**config.mk**
```make
export PLATFORM = sky130hd
export DESIGN_NAME = cpft_top
export DESIGN_NICKNAME = d
export VERILOG_FILES = /design/src/rtl/cpft_pkg.sv /design/src/rtl/cpft_top.sv
export SDC_FILE = /design/constraint.sdc
export NUM_CORES = 2
export LEC_CHECK = 0
export BUFFER_PORTS_ARGS = -buffer_cell sky130_fd_sc_hd__buf_2
export CAP_MARGIN = 15
export CORE_AREA = 2 2 395 280
export DETAILED_ROUTE_END_ITERATION = 8
export DIE_AREA = 0 0 397 282
export GPL_TIMING_DRIVEN = 0
export PLACE_DENSITY_LB_ADDON = 0.12
export SLEW_MARGIN = 40
export SYNTH_ARGS = -nofsm -noshare
export SYNTH_HDL_FRONTEND = slang
export SYNTH_SLANG_ARGS = --single-unit
```
**constraint.sdc**
```tcl
create_clock -name hclk -period 3.8 [get_ports hclk]
set_input_delay 1.14 -clock hclk [delete_from_list [all_inputs] [get_ports hclk]]
set_output_delay 1.14 -clock hclk [all_outputs]
set_load 0.05 [all_outputs]
```
**src/rtl/cpft_pkg.sv**
```systemverilog
/*
  Constants, register map and types for the CPU-port forwarding and
  tagging block. Assumes a 32-bit AHB-Lite slave port; every register
  index is kept as printed, and its byte address is four times that.
*/
package cpft_pkg;
  localparam int NP = 6;
  localparam int NCFG = 40;
  // Register indices (byte address = 4 * index)
  localparam logic [7:0] IX_SNOOP = 8'h0C;
  localparam logic [7:0] IX_CPUTAG = 8'h11;
  localparam logic [7:0] IX_UCAST = 8'h19;
  localparam logic [7:0] IX_BCAST = 8'h1A;
  localparam logic [7:0] IX_MCAST = 8'h1B;
  localparam logic [7:0] IX_RESV = 8'h1C;
  localparam logic [7:0] IX_ETYPE = 8'h2E;
  localparam logic [7:0] IX_PASS0 = 8'h3D;
  localparam logic [7:0] IX_PASS1 = 8'h3E;
  localparam logic [7:0] IX_CTAB0 = 8'h74;
  localparam logic [7:0] IX_CTABN = 8'h8B;
  localparam logic [7:0] IX_ARP = 8'h90;
  localparam logic [7:0] IX_SNPTRAP = 8'h91;
  localparam logic [7:0] IX_TYPE = 8'h92;
  localparam logic [7:0] IX_PROTO = 8'h93;
  localparam logic [7:0] IX_TRANSPORT_PORT_CLASS = 8'h94;
  localparam logic [7:0] IX_MACC = 8'h95;
  localparam logic [7:0] IX_STATUS = 8'h98;
  localparam logic [7:0] IX_INSOPT = 8'h99;
  // Storage slots
  localparam logic [5:0] SL_SNOOP = 6'h00;
  localparam logic [5:0] SL_CPUTAG = 6'h01;
  localparam logic [5:0] SL_UCAST = 6'h02;
  localparam logic [5:0] SL_BCAST = 6'h03;
  localparam logic [5:0] SL_MCAST = 6'h04;
  localparam logic [5:0] SL_RESV = 6'h05;
  localparam logic [5:0] SL_ETYPE = 6'h06;
  localparam logic [5:0] SL_PASS0 = 6'h07;
  localparam logic [5:0] SL_PASS1 = 6'h08;
  localparam logic [5:0] SL_ARP = 6'h09;
  localparam logic [5:0] SL_SNPTRAP = 6'h0A;
  localparam logic [5:0] SL_TYPE = 6'h0B;
  localparam logic [5:0] SL_PROTO = 6'h0C;
  localparam logic [5:0] SL_TRANSPORT_PORT_CLASS = 6'h0D;
  localparam logic [5:0] SL_MACC = 6'h0E;
  localparam logic [5:0] SL_INSOPT = 6'h0F;
  localparam logic [5:0] SL_CTAB = 6'h10;
  localparam logic [5:0] SL_NONE = 6'h3F;
  // Field positions
  localparam int SNP_HWEN = 1;
  localparam int SNP_IGNCPU = 2;
  localparam int CT_TXEN = 11;
  localparam int CT_RXEN = 12;
  localparam int CT_PORT = 13;
  localparam int TRAP_BIT = 6;
  localparam int CTAB_VLD = 7;
  localparam int CTAB_HALF = 8;
  localparam int OPT_DFLT = 7;
  localparam int OPT_SRCV = 8;
  localparam int RX_MAPV = 6;
  // Reset values
  localparam logic [15:0] RST_CPUTAG = 16'hA000;
  localparam logic [15:0] RST_MAP = 16'h003F;
  // Tag placement in the frame
  localparam logic [4:0] TAG_POS = 5'h0C;
  localparam logic [4:0] TAG_LEN = 5'h06;
  localparam logic [4:0] CNT_MAX = 5'h1F;

  typedef enum logic [2:0] {
    CLS_OTHER, CLS_RESV, CLS_ARP, CLS_SNOOP,
    CLS_TYPE, CLS_PROTO, CLS_TRANSPORT_PORT_CLASS, CLS_MACC
  } cpft_class_t;

  typedef enum logic [1:0] {TX_HDR, TX_TAG, TX_BODY} cpft_txst_t;

  // Register index to storage slot; SL_NONE when unmapped
  function automatic logic [5:0] cpft_slot(input logic [7:0] ix);
    if (ix == IX_SNOOP) return SL_SNOOP;
    else if (ix == IX_CPUTAG) return SL_CPUTAG;
    else if (ix == IX_UCAST) return SL_UCAST;
    else if (ix == IX_BCAST) return SL_BCAST;
    else if (ix == IX_MCAST) return SL_MCAST;
    else if (ix == IX_RESV) return SL_RESV;
    else if (ix == IX_ETYPE) return SL_ETYPE;
    else if (ix == IX_PASS0) return SL_PASS0;
    else if (ix == IX_PASS1) return SL_PASS1;
    else if (ix == IX_ARP) return SL_ARP;
    else if (ix == IX_SNPTRAP) return SL_SNPTRAP;
    else if (ix == IX_TYPE) return SL_TYPE;
    else if (ix == IX_PROTO) return SL_PROTO;
    else if (ix == IX_TRANSPORT_PORT_CLASS) return SL_TRANSPORT_PORT_CLASS;
    else if (ix == IX_MACC) return SL_MACC;
    else if (ix == IX_INSOPT) return SL_INSOPT;
    else if (ix >= IX_CTAB0 && ix <= IX_CTABN)
      return SL_CTAB + 6'(ix - IX_CTAB0);
    else return SL_NONE;
  endfunction

  function automatic logic [15:0] cpft_rst(input int s);
    if (s == int'(SL_CPUTAG)) return RST_CPUTAG;
    else if (s >= int'(SL_UCAST) && s <= int'(SL_MCAST)) return RST_MAP;
    else return 16'h0000;
  endfunction
endpackage

```
**src/rtl/cpft_top.sv**
```systemverilog
/*
  Forwarding decision and CPU-port tag handling of a six-port switch:
  AHB-Lite register slave, output map choice, command tag parse and
  strip on CPU ingress, status tag insertion on CPU egress.
  Assumes one clock, lookup results presented with each decision
  request, and that the ingress byte stream carries CPU-port frames.
*/
// Our own choice: the AHB-Lite slave port.
// Contract
// - A valid command-tag port map beats every other output source.
// - Else a learning-table hit supplies the port map.
// - Else a snoop-table hit with snooping enabled supplies the map.
// - Else broadcast, multicast or unicast default map by frame kind.
// - Control table for reserved addresses 00 to 2F, software set.
// - Reserved class: tag, learning hit, control hit, else pass AND.
// - Address resolution: tag, else trap map if trapped, else default.
// - Membership frames: multicast map, optionally minus CPU port.
// - Type, protocol, transport, control classes: tag or class map.
// - Six-byte tag sits right after the source address.
// - Tag bytes 0 and 1 must equal configured type to be obeyed.
// - Byte 3 holds span, management, cross, learn valid/value pairs.
// - Byte 4 holds queue select and egress tag control, each valid.
// - Byte 5 holds tagged-member valid and member map.
// - Status tag inserted per class only with enable and class option.
// - Unclassified frames tagged if default or violation option set.
// - Transmit byte 2 bits 7:4: violation, mirror, span, management.
// - Transmit byte 2 bits 2:0 source port; bytes 3, 4 egress tag.
// - CPU port number field resets to 5.
`timescale 1ns/1ps
`default_nettype none
module cpft_top
  import cpft_pkg::*;
(
  input wire logic hclk,
  input wire logic hresetn,
  input wire logic hsel,
  input wire logic [31:0] haddr,
  input wire logic [1:0] htrans,
  input wire logic hwrite,
  input wire logic [2:0] hsize,
  input wire logic [31:0] hwdata,
  input wire logic hready,
  output logic hreadyout,
  output logic hresp,
  output logic [31:0] hrdata,
  input wire logic dec_req,
  input wire cpft_class_t dec_class,
  input wire logic dec_from_cpu,
  input wire logic dec_lut_hit,
  input wire logic [5:0] dec_lut_map,
  input wire logic dec_snp_hit,
  input wire logic [5:0] dec_snp_map,
  input wire logic dec_bcast,
  input wire logic dec_mcast,
  input wire logic [7:0] dec_da_low,
  output logic dec_valid,
  output logic [5:0] dec_map,
  output logic [3:0] cmd_flag_vld,
  output logic [3:0] cmd_flag_val,
  output logic queue_sel_valid,
  output logic [1:0] queue_sel,
  output logic egress_tag_ctl_valid,
  output logic [1:0] egress_tag_ctl,
  output logic cmd_member_vld,
  output logic [5:0] cmd_member_map,
  input wire logic rxi_valid,
  input wire logic [7:0] rxi_data,
  input wire logic rxi_last,
  output logic rxo_valid,
  output logic [7:0] rxo_data,
  output logic rxo_last,
  output logic [10:0] rxo_len,
  input wire logic txi_valid,
  output logic txi_ready,
  input wire logic [7:0] txi_data,
  input wire logic txi_last,
  input wire cpft_class_t txi_class,
  input wire logic [2:0] txi_src_port,
  input wire logic txi_srcviol,
  input wire logic txi_mirror,
  input wire logic txi_span,
  input wire logic txi_mgmt,
  input wire logic [15:0] txi_egress_tag,
  output logic txo_valid,
  input wire logic txo_ready,
  output logic [7:0] txo_data,
  output logic txo_last
);

  logic [15:0] cfg_ff [NCFG];
  logic ap_wr_ff;
  logic [5:0] ap_slot_ff;
  logic [31:0] hrdata_ff;
  logic [5:0] dec_map_ff;
  logic dec_valid_ff;
  logic tag_match_ff;
  logic [7:0] tagb_ff [4];
  logic [4:0] rcnt_ff;
  logic s1_vld_ff;
  logic [7:0] s1_dat_ff;
  logic s1_last_ff;
  logic rxo_valid_ff;
  logic [7:0] rxo_data_ff;
  logic rxo_last_ff;
  logic [10:0] olen_ff;
  logic [10:0] rxo_len_ff;
  cpft_txst_t tst_ff;
  logic [4:0] tcnt_ff;
  logic ins_ff;
  logic [7:0] tb2_ff;
  logic [15:0] etag_ff;
  logic txo_valid_ff;
  logic [7:0] txo_data_ff;
  logic txo_last_ff;

  // Named views of configuration fields
  logic hw_snoop_enable;
  logic cmd_tag_rx_enable;
  logic status_tag_tx_enable;
  logic [2:0] cpu_port;
  logic [5:0] cpu_bit;
  logic [5:0] bcast_out_map;
  logic [5:0] mcast_out_map;
  logic [5:0] reserved_out_map;
  logic [15:0] insopt;
  assign hw_snoop_enable = cfg_ff[SL_SNOOP][SNP_HWEN];
  assign cmd_tag_rx_enable = cfg_ff[SL_CPUTAG][CT_RXEN];
  assign status_tag_tx_enable = cfg_ff[SL_CPUTAG][CT_TXEN];
  assign cpu_port = cfg_ff[SL_CPUTAG][CT_PORT +: 3];
  assign cpu_bit = 6'h01 << cpu_port;
  assign bcast_out_map = cfg_ff[SL_BCAST][5:0];
  assign mcast_out_map = cfg_ff[SL_MCAST][5:0];
  assign reserved_out_map = cfg_ff[SL_RESV][5:0];
  assign insopt = cfg_ff[SL_INSOPT];

  // Bus slave: zero wait, always OKAY
  logic ap_take;
  logic [5:0] ap_slot;
  logic [15:0] rd16;
  assign ap_take = hsel & htrans[1] & hready;
  assign ap_slot = (haddr[31:10] == 22'h000000) ?
                   cpft_slot(haddr[9:2]) : SL_NONE;
  assign hreadyout = 1'b1;
  assign hresp = 1'b0;
  assign hrdata = hrdata_ff;

  // Read value picked at the address phase, held in the data phase
  always_comb begin
    rd16 = 16'h0000;
    if (haddr[31:10] == 22'h000000 && haddr[9:2] == IX_STATUS) begin
      rd16 = {7'h00, tag_match_ff, 2'h0, dec_map_ff};
    end else if (ap_slot < 6'(NCFG)) begin
      rd16 = cfg_ff[ap_slot];
    end
  end

  always_ff @(posedge hclk or negedge hresetn) begin
    if (!hresetn) begin
      ap_wr_ff <= 1'b0;
      ap_slot_ff <= SL_NONE;
      hrdata_ff <= 32'h00000000;
    end else begin
      ap_wr_ff <= ap_take & hwrite;
      ap_slot_ff <= ap_slot;
      if (ap_take && !hwrite) begin
        hrdata_ff <= {16'h0000, rd16};
      end
    end
  end

  // Configuration writes; unmapped and status writes are dropped
  always_ff @(posedge hclk or negedge hresetn) begin
    if (!hresetn) begin
      for (int i = 0; i < NCFG; i++) begin
        cfg_ff[i] <= cpft_rst(i);
      end
    end else if (ap_wr_ff && ap_slot_ff < 6'(NCFG)) begin
      cfg_ff[ap_slot_ff] <= hwdata[15:0];
    end
  end

  // Control table lookup for reserved addresses, two entries a word
  logic [15:0] ctab_word;
  logic [7:0] ctab_ent;
  logic ctab_hit;
  always_comb begin
    ctab_word = 16'h0000;
    if (dec_da_low < 8'(2 * (IX_CTABN - IX_CTAB0 + 8'h01))) begin
      ctab_word = cfg_ff[SL_CTAB + 6'(dec_da_low[7:1])];
    end
    ctab_ent = dec_da_low[0] ? ctab_word[CTAB_HALF +: 8] : ctab_word[7:0];
    ctab_hit = ctab_ent[CTAB_VLD];
  end

  // Output map by class and priority of sources
  logic tag_pv;
  logic [5:0] tag_map;
  logic [5:0] dflt_map;
  logic [5:0] nxt_dec_map;
  assign tag_pv = dec_from_cpu & tag_match_ff & tagb_ff[0][RX_MAPV];
  assign tag_map = tagb_ff[0][5:0];
  always_comb begin
    if (tag_pv) dflt_map = tag_map;
    else if (dec_lut_hit) dflt_map = dec_lut_map;
    else if (dec_snp_hit && hw_snoop_enable) dflt_map = dec_snp_map;
    else if (dec_bcast) dflt_map = bcast_out_map;
    else if (dec_mcast) dflt_map = mcast_out_map;
    else dflt_map = cfg_ff[SL_UCAST][5:0];
    nxt_dec_map = dflt_map;
    case (dec_class)
      CLS_RESV: begin
        if (tag_pv) nxt_dec_map = tag_map;
        else if (dec_lut_hit) nxt_dec_map = dec_lut_map;
        else if (ctab_hit) nxt_dec_map = ctab_ent[5:0];
        else nxt_dec_map = cfg_ff[SL_PASS0][5:0] & reserved_out_map;
      end
      CLS_ARP: begin
        if (tag_pv) nxt_dec_map = tag_map;
        else if (cfg_ff[SL_ARP][TRAP_BIT])
          nxt_dec_map = cfg_ff[SL_ARP][5:0];
      end
      CLS_SNOOP: begin
        if (tag_pv) nxt_dec_map = tag_map;
        else if (hw_snoop_enable)
          nxt_dec_map = mcast_out_map &
            ~(cfg_ff[SL_SNOOP][SNP_IGNCPU] ? cpu_bit : 6'h00);
        else if (cfg_ff[SL_SNPTRAP][TRAP_BIT])
          nxt_dec_map = cfg_ff[SL_SNPTRAP][5:0];
      end
      CLS_TYPE: nxt_dec_map = tag_pv ? tag_map : cfg_ff[SL_TYPE][5:0];
      CLS_PROTO: nxt_dec_map = tag_pv ? tag_map : cfg_ff[SL_PROTO][5:0];
      CLS_TRANSPORT_PORT_CLASS:
        nxt_dec_map = tag_pv ? tag_map : cfg_ff[SL_TRANSPORT_PORT_CLASS][5:0];
      CLS_MACC: nxt_dec_map = tag_pv ? tag_map : cfg_ff[SL_MACC][5:0];
      default: nxt_dec_map = dflt_map;
    endcase
  end

  always_ff @(posedge hclk or negedge hresetn) begin
    if (!hresetn) begin
      dec_valid_ff <= 1'b0;
      dec_map_ff <= 6'h00;
    end else begin
      dec_valid_ff <= dec_req;
      if (dec_req) dec_map_ff <= nxt_dec_map;
    end
  end
  assign dec_valid = dec_valid_ff;
  assign dec_map = dec_map_ff;

  // Applied command fields; a value counts only with its valid bit
  always_comb begin
    for (int i = 0; i < 4; i++) begin
      cmd_flag_vld[i] = tag_match_ff & tagb_ff[1][2*i+1];
      cmd_flag_val[i] = cmd_flag_vld[i] & tagb_ff[1][2*i];
    end
  end
  assign queue_sel_valid = tag_match_ff & tagb_ff[2][6];
  assign queue_sel = queue_sel_valid ? tagb_ff[2][5:4] : 2'h0;
  assign egress_tag_ctl_valid = tag_match_ff & tagb_ff[2][2];
  assign egress_tag_ctl = egress_tag_ctl_valid ? tagb_ff[2][1:0] : 2'h0;
  assign cmd_member_vld = tag_match_ff & tagb_ff[3][6];
  assign cmd_member_map = cmd_member_vld ? tagb_ff[3][5:0] : 6'h00;

  // Ingress parse; one byte held back so a matched tag can be cut
  logic rx_adv;
  logic tag_type_match;
  logic in_tag;
  logic drop_in;
  assign rx_adv = rxi_valid | (s1_vld_ff & s1_last_ff);
  assign tag_type_match = rxi_valid && cmd_tag_rx_enable &&
    rcnt_ff == TAG_POS + 5'h01 &&
    {s1_dat_ff, rxi_data} == cfg_ff[SL_ETYPE];
  assign in_tag = tag_match_ff && rcnt_ff >= TAG_POS + 5'h02 &&
                  rcnt_ff < TAG_POS + TAG_LEN;
  assign drop_in = tag_type_match | (rxi_valid & in_tag);

  always_ff @(posedge hclk or negedge hresetn) begin
    if (!hresetn) begin
      rcnt_ff <= 5'h00;
    end else if (rxi_valid) begin
      if (rxi_last) rcnt_ff <= 5'h00;
      else if (rcnt_ff != CNT_MAX) rcnt_ff <= rcnt_ff + 5'h01;
    end
  end

  // Tag flags live until the next frame starts, for the decision
  always_ff @(posedge hclk or negedge hresetn) begin
    if (!hresetn) begin
      tag_match_ff <= 1'b0;
      for (int i = 0; i < 4; i++) tagb_ff[i] <= 8'h00;
    end else if (rxi_valid) begin
      if (tag_type_match) tag_match_ff <= 1'b1;
      else if (rcnt_ff == 5'h00) tag_match_ff <= 1'b0;
      if (in_tag) begin
        tagb_ff[2'(rcnt_ff - TAG_POS - 5'h02)] <= rxi_data;
      end
    end
  end

  always_ff @(posedge hclk or negedge hresetn) begin
    if (!hresetn) begin
      s1_vld_ff <= 1'b0;
      s1_dat_ff <= 8'h00;
      s1_last_ff <= 1'b0;
    end else if (rx_adv) begin
      s1_vld_ff <= rxi_valid & !drop_in;
      s1_dat_ff <= rxi_data;
      s1_last_ff <= rxi_valid & rxi_last;
    end
  end

  // Emitted bytes recounted so the length excludes a cut tag
  always_ff @(posedge hclk or negedge hresetn) begin
    if (!hresetn) begin
      rxo_valid_ff <= 1'b0;
      rxo_data_ff <= 8'h00;
      rxo_last_ff <= 1'b0;
      olen_ff <= 11'h000;
      rxo_len_ff <= 11'h000;
    end else begin
      rxo_valid_ff <= rx_adv & s1_vld_ff & !tag_type_match;
      rxo_data_ff <= s1_dat_ff;
      rxo_last_ff <= rx_adv & s1_vld_ff & s1_last_ff;
      if (rx_adv && s1_vld_ff && !tag_type_match) begin
        if (s1_last_ff) begin
          olen_ff <= 11'h000;
          rxo_len_ff <= olen_ff + 11'h001;
        end else begin
          olen_ff <= olen_ff + 11'h001;
        end
      end
    end
  end
  assign rxo_valid = rxo_valid_ff;
  assign rxo_data = rxo_data_ff;
  assign rxo_last = rxo_last_ff;
  assign rxo_len = rxo_len_ff;

  // Egress insertion decision per class
  function automatic logic ins_of(input cpft_class_t c);
    if (!status_tag_tx_enable) return 1'b0;
    if (c == CLS_OTHER)
      return insopt[OPT_DFLT] | insopt[OPT_SRCV];
    return insopt[3'(c) - 3'h1];
  endfunction

  function automatic logic [7:0] tag_byte(input logic [4:0] n);
    case (n)
      5'h00: return cfg_ff[SL_ETYPE][15:8];
      5'h01: return cfg_ff[SL_ETYPE][7:0];
      5'h02: return tb2_ff;
      5'h03: return etag_ff[15:8];
      5'h04: return etag_ff[7:0];
      default: return 8'h00;
    endcase
  endfunction

  logic tx_load;
  logic tx_take;
  assign tx_load = !txo_valid_ff | txo_ready;
  assign txi_ready = tx_load & (tst_ff != TX_TAG);
  assign tx_take = txi_valid & txi_ready;

  // Frame attributes sampled on the first byte
  always_ff @(posedge hclk or negedge hresetn) begin
    if (!hresetn) begin
      ins_ff <= 1'b0;
      tb2_ff <= 8'h00;
      etag_ff <= 16'h0000;
    end else if (tx_take && tst_ff == TX_HDR && tcnt_ff == 5'h00) begin
      ins_ff <= ins_of(txi_class);
      tb2_ff <= {txi_srcviol, txi_mirror, txi_span, txi_mgmt,
                 1'b0, txi_src_port};
      etag_ff <= txi_egress_tag;
    end
  end

  // Header, tag, body sequencing; short frames end in the header
  always_ff @(posedge hclk or negedge hresetn) begin
    if (!hresetn) begin
      tst_ff <= TX_HDR;
      tcnt_ff <= 5'h00;
    end else begin
      case (tst_ff)
        TX_HDR: begin
          if (tx_take) begin
            if (txi_last) begin
              tcnt_ff <= 5'h00;
            end else if (tcnt_ff == TAG_POS - 5'h01) begin
              tcnt_ff <= 5'h00;
              tst_ff <= ins_ff ? TX_TAG : TX_BODY;
            end else begin
              tcnt_ff <= tcnt_ff + 5'h01;
            end
          end
        end
        TX_TAG: begin
          if (tx_load) begin
            if (tcnt_ff == TAG_LEN - 5'h01) begin
              tcnt_ff <= 5'h00;
              tst_ff <= TX_BODY;
            end else begin
              tcnt_ff <= tcnt_ff + 5'h01;
            end
          end
        end
        default: begin
          if (tx_take && txi_last) tst_ff <= TX_HDR;
        end
      endcase
    end
  end

  always_ff @(posedge hclk or negedge hresetn) begin
    if (!hresetn) begin
      txo_valid_ff <= 1'b0;
      txo_data_ff <= 8'h00;
      txo_last_ff <= 1'b0;
    end else if (tx_load) begin
      txo_valid_ff <= tx_take | (tst_ff == TX_TAG);
      txo_data_ff <= (tst_ff == TX_TAG) ? tag_byte(tcnt_ff) : txi_data;
      txo_last_ff <= tx_take & txi_last;
    end
  end
  assign txo_valid = txo_valid_ff;
  assign txo_data = txo_data_ff;
  assign txo_last = txo_last_ff;

  // Checks
  a_tag_first: assert property (@(posedge hclk) disable iff (!hresetn)
    dec_req && tag_pv |=> dec_valid && dec_map == $past(tag_map))
    else $error("tag port map not taken first");
  a_lut_second: assert property (@(posedge hclk)
    disable iff (!hresetn)
    dec_req && !tag_pv && dec_lut_hit && dec_class == CLS_OTHER
    |=> dec_map == $past(dec_lut_map))
    else $error("learning hit not used");
  a_bcast_map: assert property (@(posedge hclk) disable iff (!hresetn)
    dec_req && !tag_pv && !dec_lut_hit && !dec_snp_hit && dec_bcast &&
    dec_class == CLS_OTHER |=> dec_map == $past(bcast_out_map))
    else $error("broadcast map not used");
  a_resv_and: assert property (@(posedge hclk) disable iff (!hresetn)
    dec_req && dec_class == CLS_RESV && !tag_pv && !dec_lut_hit &&
    !ctab_hit |=> dec_map ==
      $past(cfg_ff[SL_PASS0][5:0] & reserved_out_map))
    else $error("reserved fallback wrong");
  a_type_cut: assert property (@(posedge hclk) disable iff (!hresetn)
    tag_type_match |=> !rxo_valid ##1 tag_match_ff)
    else $error("matched tag start not removed");
  a_tag_six: assert property (@(posedge hclk) disable iff (!hresetn)
    tst_ff == TX_TAG && $past(tst_ff) != TX_TAG |->
    (tst_ff == TX_TAG && txo_ready) [*6] |=> tst_ff == TX_BODY)
    else $error("tag length not six");
  a_no_tag_off: assert property (@(posedge hclk)
    disable iff (!hresetn)
    !status_tag_tx_enable && tx_take && tst_ff == TX_HDR &&
    tcnt_ff == 5'h00 |=> !ins_ff)
    else $error("tag inserted while disabled");
  a_other_opt: assert property (@(posedge hclk)
    disable iff (!hresetn)
    status_tag_tx_enable && tx_take && tst_ff == TX_HDR &&
    tcnt_ff == 5'h00 && txi_class == CLS_OTHER
    |=> ins_ff == $past(insopt[OPT_DFLT] | insopt[OPT_SRCV]))
    else $error("unclassified insert option wrong");
  a_src_byte: assert property (@(posedge hclk) disable iff (!hresetn)
    tst_ff == TX_TAG && tcnt_ff == 5'h02 && tx_load
    |=> txo_data[2:0] == $past(tb2_ff[2:0]) && txo_valid)
    else $error("source port byte wrong");
endmodule
`default_nettype wire

```
==> key figures <==
Floorplan
  – Die Wd: 397 um
  – Initial core utilization: 39.9%
  – Die Height: 282 um
  – I/O pins: 244
  – Core area: 108000 um^2
  – FP Rows: 101
  – Die area: 112000 um^2

Global routing
  – GRT overflow: 0
  – Initial antenna violation count: 19
  – Vias in the first global route: 35877
  – Global-route wire length before repair: 298000 um
  – Maximum number of pins on one net before global-route repair: 95
  – GRT Overall Usage: 38.9%

Timing
  – Slew HR: 33.7%
  – Period utilisation layout: 105%
  – Total negative setup slack: -1.75 ns
  – Final Hold Fails: 0
  – Skew final: 0.0506 ns
  – # setup viols final: 20
  – Peak Freq: 251 MHz
  – Tmin final: 3.99 ns
  – Slew of the pin with the lowest slew margin: 0.991 ns
  – Slew Viols, Final: 0
  – Setup ws final: -0.187 ns
  – RSZ-0062 raised after global routing: true

Cells and area
  – Total Nets Final: 4259
  – Finished Layout Cells: 5606
  – Final design utilization: 47.6%
  – Commonest non-fill, non-tap cell in the layout: dfrtp_1
  – Share of layout cells above drive strength 1: 39.4%
  – Commonest non-fill, non-tap cells in the layout: 761 x dfrtp_1, 719 x mux2_2, 458 x nand2_1, 189 x buf_2, 153 x o21ai_0
  – Layout area overhead: 19.4%

Clocking
  – CTS tree: built
  – CTS Buffer Depth: 3
  – Hold Buf Count CTS: 0
  – Root buf cell: clkbuf_16
  – Clk pin slew, worst setup/hold paths: 0.06 ns
  – Clk_lat worst skew: 0.73 ns
  – H-tree Lvls: 3
  – Total CTS buffers: 84
  – # clock sinks: 787

Yosys
  – Number of synthesized register bits: 787
  – Async S/R FF share, synth: 100%
  – Syn_area_per_cell: 11.4 um^2
  – Largest area contributor in the netlist: dfrtp_1
  – Synth area leaders: dfrtp_1 44%, mux2_2 19%, mux4_2 7.7%
  – Synth Warn #: 0
  – Mapped Cells: 3764
  – Synthesized area: 43000 um^2
  – Synth cell types: 87
  – Synth top area share: 44.3%
  – Seq/Total Area, Yosys: 45.9%
  – Post-synth EDFFs: 0
  – Synth Flop Type: dfrtp_1

Critical path
  – WP data arrival: 4.57 ns
  – Worst Path Max Fanout: 10
  – Crit path buf inv count: 4
  – Critical path launch point type: primary input
  – Crit path kind: in -> reg
  – Max incr delay on CP: 0.64 ns
  – WP depth: 12
  – Crit-path slowest cell: nor2_1
  – Worst Reg-to-Reg Cells: 5
  – CP Capture Type: flip-flop
  – Worst Path Required: 4.39 ns
  – Delay-heaviest family, CP: compound AO/OA/AOI/OAI gates
  – Crit-path cells: buf_2, inv_1, clkbuf_4, buf_4, nor2_1, nand2_1, a311oi_4, o221ai_1, o21ai_1, mux2i_1, o21ai_0, a21oi_1

Pwr
  – Internal power: 15.2 mW
  – Pwr per Cell Area: 415 nW/um^2
  – Seq pwr share: 43.2%
  – Pleak: 22.3 nW
  – Peak VDD IR: 0.338 mV
  – Switching Power: 6.12 mW
  – Switching Share: 28.8%
  – Clock Power Share: 43.5%
  – Power share of the combinational group: 13.3%

Routing
  – First-pass iteration count of the detailed router: 9
  – Remaining DRCs: 0
  – Vias: 37638
  – Initial drt markers: 5464
  – Final wirelength: 221000 um
  – Antenna Nets Post-Route: 0
  – Avg Vias per Cell: 6.71
  – Wirelength per Cell: 39.4 um

Hold path
  – Hold crit path type: in -> async

Status
  – Status: complete, but fails checks
  – Violated checks: setup timing

Job
  – Maxcap violations: 0

Place
  – Final HPWL DP: 160000 um
  – Inst Count DP: 5421
  – IO Port Bufs: 178
  – RePlAce Congestion: 1.08
## layout make-up
cell class	instances	area [um^2]
Buffer	337	2440
Clock buffer	119	2480
Sequential cell	787	19700
Tap cell	1442	1800
Multi-Input combinational cell	2620	22500
Inverter	33	144
Clock inverter	35	520
Timing Repair Buffer	229	1670
Fill cell	10003	56500
Antenna cell	4	10.0
## kinds of logic (layout without fill, tap and decap cells)
| kind of cell | Yosys count | after routing | share of synthesized area [%] |
|---|---|---|---|
| adder cells (fa/ha/maj) | 17 | 17 | 0.495 |
| AND/OR/NAND/NOR | 935 | 935 | 10.1 |
| XOR/XNOR | 25 | 25 | 0.509 |
| multiplexers | 973 | 973 | 29.0 |
| AO/OA/AOI/OAI | 652 | 652 | 10.3 |
| flip-flops | 787 | 787 | 45.9 |
| other | 2 | 22 | 0.0175 |
| buffers and inverters | 373 | 753 | 3.70 |
## state kept, by name, summed over array words and instances, names as in the netlist, 8 cells and up
name,flops
rxo_len,11
s1_dat_ff,8
cfg_ff,618
hrdata,16
olen_ff,11
insopt,16
rxo_data,8
tagb_ff,22
txo_data,8
etag_ff,16
## synthesized netlist by cell type, types with 7 or more instances
cell and instances:
a2111oi_0 15, a211o_1 8, a211oi_1 35, a21o_1 8
a21oi_1 120, a221oi_1 52, a22oi_1 8, a311oi_1 33
a31oi_1 45, a32oi_1 9, and2_1 18, and3_1 54
buf_1 21, buf_2 65, buf_4 23, clkbuf_1 228
dfrtp_1 761, dfstp_2 26, ha_1 17, inv_1 25
mux2_2 719, mux2i_1 108, mux4_2 146, nand2_1 465
nand2b_1 24, nand3_1 144, nand4_1 27, nor2_1 92
nor2b_1 17, nor3_1 18, nor4_1 22, o2111ai_1 14
o211a_1 7, o211ai_1 19, o21ai_0 161, o21ai_1 7
o22ai_1 20, o2bb2ai_1 13, o31ai_1 11, or2_2 8
or3_1 10, xnor2_1 10, xor2_1 15
## metrics by stage
| stage | instance area [um^2] | power (mW) | hold WS (ns) | worst slack [ns] |
|---|---|---|---|---|
| global placement | 45800 | 11.9 | 0.398 | -16.43 |
| detailed placement | 46500 | 12.0 | 0.403 | -2.39 |
| floorplan | 43100 | 10.8 | 0.387 | 0.00238 |
| CTS | 50800 | 21.2 | 0.277 | -0.00264 |
| global route | 51300 | 21.8 | 0.287 | -0.110 |
| finish | 51300 | 21.3 | 0.268 | -0.187 |
## layer usage
layer	wire [um]	global-route usage (%)	vias to the layer above	part of all wire, %
li1	-	-	14671	-
met1	90200	53.1	19468	41
met2	83700	49.9	2842	38
met3	33900	19.6	655	15
met4	12900	19.6	2	5.9
met5	113	0.638	-	0.051
## repair_timing
item / CTS / global route
pin swaps: 18 / 10
setup buffers: 23 / 7
endpoints found under the setup margin: 24 / 22
gates cloned: 0 / 0
resized for setup: 291 / 133
## final timing paths
check                                          endpoint                      from  slack, ns
worst max-delay path             dec_map[5]$_DFFE_PN0P_             dec_da_low[3]      -0.19
worst min-delay path            cfg_ff[105]$_DFFE_PN0P_                   hresetn       0.27
worst max register to register  cfg_ff[489]$_DFFE_PN0P_   ap_slot_ff[0]$_DFF_PN1_       0.32
worst min register to register    rxo_data[7]$_DFF_PN0_  s1_dat_ff[7]$_DFFE_PN0N_       0.41
max in group asynchronous       cfg_ff[562]$_DFFE_PN1P_                   hresetn       1.24
min in group hclk                 rxo_data[7]$_DFF_PN0_  s1_dat_ff[7]$_DFFE_PN0N_       0.41
## power by group through the flow
stage / Sequential [mW] / Combinational (mW) / Clock [mW]
global placement: 9.33 / 2.61 / 0
CTS: 9.18 / 2.75 / 9.25
finish: 9.20 / 2.84 / 9.26
detailed placement: 9.33 / 2.69 / 0
floorplan: 9.44 / 1.36 / 0
global route: 9.24 / 2.99 / 9.62
Note: power is estimated with default switching activity, not from simulation.
